===== src/core/adc_ready_params.svh =====
// Offsets, field positions and reset values of the conversion-ready status block
`ifndef ADC_READY_PARAMS_SVH
`define ADC_READY_PARAMS_SVH

// Byte offsets on the register bus
`define OFS_READY_LOW 4'h0
`define OFS_READY_HIGH 4'h4
`define OFS_QUEUE_STATUS 4'h8

// Input counts
`define NUM_INPUTS 45
`define NUM_HIGH_INPUTS 13

// Result queue status field positions
`define QS_ENABLE_BIT 31
`define QS_CAPTURE_MSB 28
`define QS_CAPTURE_LSB 24
`define QS_IRQ_EN_BIT 23
`define QS_READY_BIT 22
`define QS_OVERFLOW_BIT 21
`define QS_COUNT_MSB 15
`define QS_COUNT_LSB 8
`define QS_SIGN_BIT 7
`define QS_SOURCE_MSB 2
`define QS_SOURCE_LSB 0

// Reset values
`define READY_RESET 45'h0
`define CAPTURE_RESET 5'h00
`define WORD_RESET 32'h0000_0000

// Bus responses
`define RESP_OKAY 2'h0
`define RESP_SLVERR 2'h2

`endif


===== src/core/adc_ready_pkg.sv =====
// Types shared by the conversion-ready status block
package adc_ready_pkg;

  // Register selected by a bus address
  typedef enum logic [1:0]
  {
    SEL_LOW = 2'b00,
    SEL_HIGH = 2'b01,
    SEL_QUEUE = 2'b10,
    SEL_NONE = 2'b11
  } reg_sel_t;

  // State of the result queue, supplied by the queue storage
  typedef struct packed
  {
    logic [7:0] count;
    logic sign;
    logic [2:0] source;
    logic overflow_evt;
    logic output_read;
  } queue_info_t;

  // Software-written queue controls
  typedef struct packed
  {
    logic enable;
    logic [4:0] capture;
    logic irq_enable;
  } queue_ctrl_t;

endpackage


===== src/core/adc_ready_fifo_status.sv =====
// Conversion-ready flags and result queue status behind an AXI4-Lite slave
//
// The implementer's own choices: the AXI4-Lite slave port and the register addresses.
`timescale 1ns/1ps
`include "adc_ready_params.svh"

// How it works
// - New result sets that input's ready flag
// - Reading an input's result clears its flag
// - Low register shows inputs 0 to 31
// - High register shows inputs 32 to 44
// - High register bits 31 to 13 zero
// - Queue ready holds until read and empty
// - Interrupt enable gates queue ready interrupt
// - Overflow sets on overflow, clears on read
// - Count field shows queue entries held
module adc_ready_fifo_status
(
  // Clock and reset
  input wire logic aclk,
  input wire logic aresetn,
  // AXI4-Lite write address and data
  input wire logic awvalid,
  output logic awready,
  input wire logic [3:0] awaddr,
  input wire logic wvalid,
  output logic wready,
  input wire logic [31:0] wdata,
  input wire logic [3:0] wstrb,
  // AXI4-Lite write response
  output logic bvalid,
  input wire logic bready,
  output logic [1:0] bresp,
  // AXI4-Lite read
  input wire logic arvalid,
  output logic arready,
  input wire logic [3:0] araddr,
  output logic rvalid,
  input wire logic rready,
  output logic [31:0] rdata,
  output logic [1:0] rresp,
  // Converter and result register events, one bit per input
  input wire logic [`NUM_INPUTS-1:0] result_written,
  input wire logic [`NUM_INPUTS-1:0] result_read,
  // Result queue
  input wire adc_ready_pkg::queue_info_t queue_info,
  output adc_ready_pkg::queue_ctrl_t queue_ctrl,
  output logic queue_irq
);
  import adc_ready_pkg::*;

  ////////////////////////////////////////////////////////////////////////////
  // Address decode, shared by read and write paths
  function automatic reg_sel_t decode(input logic [3:0] addr);
    case (addr)
      `OFS_READY_LOW: decode = SEL_LOW;
      `OFS_READY_HIGH: decode = SEL_HIGH;
      `OFS_QUEUE_STATUS: decode = SEL_QUEUE;
      default: decode = SEL_NONE;
    endcase
  endfunction

  ////////////////////////////////////////////////////////////////////////////
  // State
  logic [`NUM_INPUTS-1:0] ready_r, ready_nxt;
  queue_ctrl_t ctrl_r, ctrl_nxt;
  logic qrdy_r, qrdy_nxt;
  logic ovf_r, ovf_nxt;
  logic irq_r, irq_nxt;
  logic aw_held_r, aw_held_nxt;
  logic w_held_r, w_held_nxt;
  logic [3:0] awaddr_r, awaddr_nxt;
  logic [31:0] wdata_r, wdata_nxt;
  logic [3:0] wstrb_r, wstrb_nxt;
  logic bvalid_r, bvalid_nxt;
  logic [1:0] bresp_r, bresp_nxt;
  logic rvalid_r, rvalid_nxt;
  logic [31:0] rdata_r, rdata_nxt;
  logic [1:0] rresp_r, rresp_nxt;
  logic [31:0] queue_word;
  logic do_write;
  logic ar_take;

  // One write and one read in flight; a new request waits for the response
  assign awready = !aw_held_r && !bvalid_r;
  assign wready = !w_held_r && !bvalid_r;
  assign arready = !rvalid_r;
  assign ar_take = arvalid && arready;
  assign do_write = aw_held_r && w_held_r && !bvalid_r;

  // Live view of the queue status word
  always_comb
  begin
    queue_word = `WORD_RESET;
    queue_word[`QS_ENABLE_BIT] = ctrl_r.enable;
    queue_word[`QS_CAPTURE_MSB:`QS_CAPTURE_LSB] = ctrl_r.capture;
    queue_word[`QS_IRQ_EN_BIT] = ctrl_r.irq_enable;
    queue_word[`QS_READY_BIT] = qrdy_r;
    queue_word[`QS_OVERFLOW_BIT] = ovf_r;
    queue_word[`QS_COUNT_MSB:`QS_COUNT_LSB] = queue_info.count;
    queue_word[`QS_SIGN_BIT] = queue_info.sign;
    queue_word[`QS_SOURCE_MSB:`QS_SOURCE_LSB] = queue_info.source;
  end

  ////////////////////////////////////////////////////////////////////////////
  // Next-state logic for bus and status
  always_comb
  begin
    aw_held_nxt = aw_held_r;
    w_held_nxt = w_held_r;
    awaddr_nxt = awaddr_r;
    wdata_nxt = wdata_r;
    wstrb_nxt = wstrb_r;
    bvalid_nxt = bvalid_r;
    bresp_nxt = bresp_r;
    rvalid_nxt = rvalid_r;
    rdata_nxt = rdata_r;
    rresp_nxt = rresp_r;
    ctrl_nxt = ctrl_r;
    // Address and data may arrive in either order
    if (awvalid && awready)
    begin
      aw_held_nxt = 1'b1;
      awaddr_nxt = awaddr;
    end
    if (wvalid && wready)
    begin
      w_held_nxt = 1'b1;
      wdata_nxt = wdata;
      wstrb_nxt = wstrb;
    end
    // Only the queue controls take writes; ready flags ignore them
    if (do_write)
    begin
      aw_held_nxt = 1'b0;
      w_held_nxt = 1'b0;
      bvalid_nxt = 1'b1;
      bresp_nxt = `RESP_OKAY;
      case (decode(awaddr_r))
        SEL_QUEUE:
        begin
          if (wstrb_r[3])
          begin
            ctrl_nxt.enable = wdata_r[`QS_ENABLE_BIT];
            ctrl_nxt.capture = wdata_r[`QS_CAPTURE_MSB:`QS_CAPTURE_LSB];
          end
          if (wstrb_r[2])
          begin
            ctrl_nxt.irq_enable = wdata_r[`QS_IRQ_EN_BIT];
          end
        end
        SEL_LOW, SEL_HIGH: bresp_nxt = `RESP_OKAY;
        default: bresp_nxt = `RESP_SLVERR;
      endcase
    end
    if (bvalid_r && bready)
    begin
      bvalid_nxt = 1'b0;
    end
    // Read data is captured at the address handshake
    if (rvalid_r && rready)
    begin
      rvalid_nxt = 1'b0;
    end
    if (ar_take)
    begin
      rvalid_nxt = 1'b1;
      rresp_nxt = `RESP_OKAY;
      case (decode(araddr))
        SEL_LOW: rdata_nxt = ready_r[31:0];
        SEL_HIGH: rdata_nxt = {19'h0, ready_r[`NUM_INPUTS-1:32]};
        SEL_QUEUE: rdata_nxt = queue_word;
        default:
        begin
          rdata_nxt = `WORD_RESET;
          rresp_nxt = `RESP_SLVERR;
        end
      endcase
    end
  end

  ////////////////////////////////////////////////////////////////////////////
  // Next-state logic for the hardware flags; a set beats a same-cycle clear
  always_comb
  begin
    // Status register reads leave the ready flags alone; only a queue status read clears overflow
    ready_nxt = (ready_r & ~result_read) | result_written;
    qrdy_nxt = qrdy_r;
    if (queue_info.count != 8'h00)
    begin
      qrdy_nxt = 1'b1;
    end
    else if (queue_info.output_read)
    begin
      qrdy_nxt = 1'b0;
    end
    ovf_nxt = ovf_r;
    if (ar_take && decode(araddr) == SEL_QUEUE)
    begin
      ovf_nxt = 1'b0;
    end
    if (queue_info.overflow_evt)
    begin
      ovf_nxt = 1'b1;
    end
    // Level interrupt follows the ready flag while enabled
    irq_nxt = ctrl_r.irq_enable && qrdy_r;
  end

  ////////////////////////////////////////////////////////////////////////////
  // Registers
  always_ff @(posedge aclk)
  begin
    if (!aresetn)
    begin
      ready_r <= `READY_RESET;
      ctrl_r <= '0;
      qrdy_r <= 1'b0;
      ovf_r <= 1'b0;
      irq_r <= 1'b0;
      aw_held_r <= 1'b0;
      w_held_r <= 1'b0;
      awaddr_r <= 4'h0;
      wdata_r <= `WORD_RESET;
      wstrb_r <= 4'h0;
      bvalid_r <= 1'b0;
      bresp_r <= `RESP_OKAY;
      rvalid_r <= 1'b0;
      rdata_r <= `WORD_RESET;
      rresp_r <= `RESP_OKAY;
    end
    else
    begin
      ready_r <= ready_nxt;
      ctrl_r <= ctrl_nxt;
      qrdy_r <= qrdy_nxt;
      ovf_r <= ovf_nxt;
      irq_r <= irq_nxt;
      aw_held_r <= aw_held_nxt;
      w_held_r <= w_held_nxt;
      awaddr_r <= awaddr_nxt;
      wdata_r <= wdata_nxt;
      wstrb_r <= wstrb_nxt;
      bvalid_r <= bvalid_nxt;
      bresp_r <= bresp_nxt;
      rvalid_r <= rvalid_nxt;
      rdata_r <= rdata_nxt;
      rresp_r <= rresp_nxt;
    end
  end

  // Outputs straight from flops
  assign bvalid = bvalid_r;
  assign bresp = bresp_r;
  assign rvalid = rvalid_r;
  assign rdata = rdata_r;
  assign rresp = rresp_r;
  assign queue_ctrl = ctrl_r;
  assign queue_irq = irq_r;

endmodule // adc_ready_fifo_status


===== config.mk =====
export PLATFORM = sky130hd
export DESIGN_NAME = adc_ready_fifo_status
export DESIGN_NICKNAME = d
export VERILOG_FILES = /design/src/core/adc_ready_pkg.sv /design/src/core/adc_ready_fifo_status.sv
export VERILOG_INCLUDE_DIRS = /design/src /design/src/core
export SDC_FILE = /design/constraint.sdc
export NUM_CORES = 1
export LEC_CHECK = 0
export BUFFER_PORTS_ARGS = -buffer_cell sky130_fd_sc_hd__buf_2
export CAP_MARGIN = 20
export CORE_ASPECT_RATIO = 1.25
export CORE_MARGIN = 4
export CORE_UTILIZATION = 45
export DETAILED_ROUTE_END_ITERATION = 7
export PLACE_DENSITY_LB_ADDON = 0.05
export SYNTH_ARGS = -nofsm -noshare
export SYNTH_HDL_FRONTEND = slang
export SYNTH_SLANG_ARGS = --single-unit

===== constraint.sdc =====
create_clock -name aclk -period 2 [get_ports aclk]
set_input_delay 0.4 -clock aclk [delete_from_list [all_inputs] [get_ports aclk]]
set_output_delay 0.4 -clock aclk [all_outputs]
set_load 0.1 [all_outputs]

==> impl_metrics.yaml <==
critical_path:
  crit_fanout: 9
  crit_required_ns: 2.26
  ff2ff_setup_slack_ns: 0.28
  startpoint_type: "flop"
  worstRegToRegCells: 4
  critPathMaxStageDelay_ns: 0.61
  timing_worst_setup_path_type: "reg -> reg"
  path_buf_inv: 1
  r2r_end: "rdata[23]"
  arrival_ns: 1.99
  cp_slowest_cell: "or4b_4"
  crit_family: "simple AND/OR/NAND/NOR gates"
  path_cells: "or4b_4 > buf_4 > or3_1 > a21oi_1"
  endpoint_kind: "flop"
  r2r_start: "rvalid"
min_path:
  hp-start: "result_written[34]"
  hold_path_end: "ready_r[34]"
  hp-class: "in -> reg"
  min_path_cells: 3
clock_tree:
  root_buffer: "clkbuf_16"
  cts_inserted_buffers: 9
  cts_setup_buffers: 0
  cts_tree: "done"
  hold_buffers: 0
  numClockSinks: 106
  clk_latency_ns: 0.34
  clkTransAtPathRegs_ns: 0.07
  cts_htree_levels: 3
  ctsResizeCount: 0
  clk_path_buf_depth: 2
die:
  die_area_sq_mm: 0.0109
  start_util_pct: 46.0
  die_width_um: 94.1
  core_area_sq_mm: 0.00908
  die_h_um: 116
  num_rows: 39
  pin_count: 204
power_and_ir_drop:
  p_per_area_mw_per_mm2: 846
  total_power_mw: 4.67
  ir_worst_vdd_mv: 0.476
  leakagePower_nw: 2.71
sta:
  finClkSkew_ns: 0.00477
  setup_ws_ns: 0.276
  report.final.slew_viol_count: 0
  slew_headroom_pct: 58.7
  fin_setup_tns_ns: 0
  hold_viol_final: 0
  rsz0062_at_grt: "no"
  max_freq_mhz: 580
  holdWs_ns: 0.265
  worst_pin_slew_ns: 0.612
  finalCritPeriodShare_pct: 86.2
  finalSetupViolations: 0
  period_needed_ns: 1.72
route:
  drt.antenna.violating_nets: 0
  route.vias.total: 3728
  via_per_inst: 4.79
  top_layer_used: "met4"
  drtIter0Drc: 141
  drt_pass1_iterations: 4
  route.met2.wl_um: 5110
  wl_per_cell_um: 13.8
  met1Wirelength_um: 4690
  wl_met3_um: 784
  drc: 0
  wl_um: 10700
synthesis:
  ys_dominant_reg_cell: "dfxtp_1"
  synth_cells: 479
  syn_area_per_cell_sq_um: 8.71
  synth_edf_count: 0
  ys_types: 38
  synth-seq-cells: 106
  yosysSeqAreaShare_pct: 50.9
  yosysWarnings: 0
  async_reset_ff_share_pct: 0
  synth_area_sq_mm: 0.00417
place:
  place_ws_ns: 0.123
  hpwl_um: 8160
  placed_cell_area_sq_mm: 0.00522
  place_congestion: 0.781
  dp.cells: 762
  portBuffers: 174
global_route:
  overflow: 0
  grt_max_degree: 39
  grtUsageTotal_pct: 20.1
  grt_first_pass_wirelength_um: 17000
  grt_pass1_vias: 3565
  antenna_found_initial: 0
final_layout:
  syn2layout_area_growth_pct: 32.4
  drive_gt1_share_pct: 32.7
  fin_area_sq_mm: 0.00553
  final_util_pct: 60.9
  stdcell_count: 778
  nFillCells: 867
  nets: 805
job:
  max_cap_viol_count: 0
status:
  status: "complete, no violations"
sequential cells by signal (all words and copies together), names as in the netlist, 2 cells and up:
| name | cells |
|---|---|
| rdata | 32 |
| wstrb_r | 2 |
| ready_r | 45 |
| queue_ctrl | 7 |
| wdata_r | 7 |
| awaddr_r | 4 |
metal layers:
layer / up-vias / track usage [%]
li1: 1929 / -
met1: 1672 / 25.0
met2: 118 / 33.4
met3: 9 / 4.61
met4: 0 / 8.48
met5: - / 0
power breakdown:
group	switching (mW)	total [mW]	internal, mW	leakage [nW]
clock	0.724	1.79	1.06	0.152
combinational	0.376	0.621	0.246	1.69
sequential	0.0572	2.26	2.21	0.873
Yosys cell counts, types with 2 or more instances:
cell type	count	share of area (%)
or4b_4	2	0.66
mux2_1	4	1.1
clkbuf_1	20	1.8
or3_1	12	1.8
o21ai_1	9	1.1
mux2i_1	38	9.1
buf_1	5	0.45
nor3b_1	2	0.36
mux2_2	3	0.81
and2_1	5	0.75
nor2_1	65	5.8
a2bb2oi_1	6	1.3
nor3_1	2	0.24
o21a_1	6	1.1
buf_4	2	0.36
a22oi_1	3	0.54
dfxtp_1	106	51
nand2_1	32	2.9
a211oi_1	2	0.36
nor2b_1	2	0.30
inv_1	47	4.2
nand2b_1	4	0.60
nor4_1	2	0.30
a21oi_1	66	7.9
nand3_1	14	1.7
and3_1	2	0.30
nor4b_1	7	1.5
logic make-up (layout without fill, tap and decap cells):
logic type / Yosys count / count (layout) / synth area share (%)
simple gates: 153 / 153 / 17.6
flops: 106 / 106 / 50.9
compound gates: 97 / 97 / 13.1
buf+inv: 77 / 251 / 7.32
mux: 45 / 45 / 11.0
other cells: 1 / 3 / 0.0899
how the worst max path moves through the flow:
| stage | from | end | slack (ns) | cells past startpoint |
|---|---|---|---|---|
| 4_1_cts | rvalid | rdata[23] | 0.28 | 4 |
| 3_3_place_gp | araddr[1] | rdata[15] | 0.16 | 5 |
| 3_5_place_dp | araddr[1] | rdata[23] | 0.12 | 5 |
| 5_1_grt | rvalid | rdata[27] | 0.19 | 4 |
| 6_report | rvalid | rdata[23] | 0.28 | 4 |
| 2_1_floorplan | rvalid | rdata[17] | 0.06 | 4 |
cell type report:
type / instances / area (sq um) / area share, %
multi-input cells: 297 / 1760 / 31.8
flip-flops and latches: 106 / 2120 / 38.4
well taps: 123 / 154 / 2.78
repair buffers: 188 / 1000 / 18.1
clock buffers: 13 / 270 / 4.89
inverters: 48 / 180 / 3.26
diodes: 1 / 2.50 / 0.0453
clock inverters: 2 / 35.0 / 0.634
layout by cell type (no fill, tap or decap), types with 6 or more instances in the layout:
cell type,Yosys,routed
mux2i_1,38,38
buf_2,1,174
nor2_1,65,63
inv_1,47,47
dfxtp_1,106,104
o21ai_1,9,9
clkbuf_16,0,9
a2bb2oi_1,6,6
nand3_1,14,14
nor4b_1,7,7
buf_4,2,12
nand2_1,32,32
a21oi_1,66,66
o21a_1,6,6
or3_1,12,12
worst register-to-register path: stages, from the launching register on:
cell     delay, ns
dfxtp_2       0.34
or4b_4        0.61
buf_4         0.20
or3_1         0.34
a21oi_1       0.15
(Power assumes the default switching activity.)
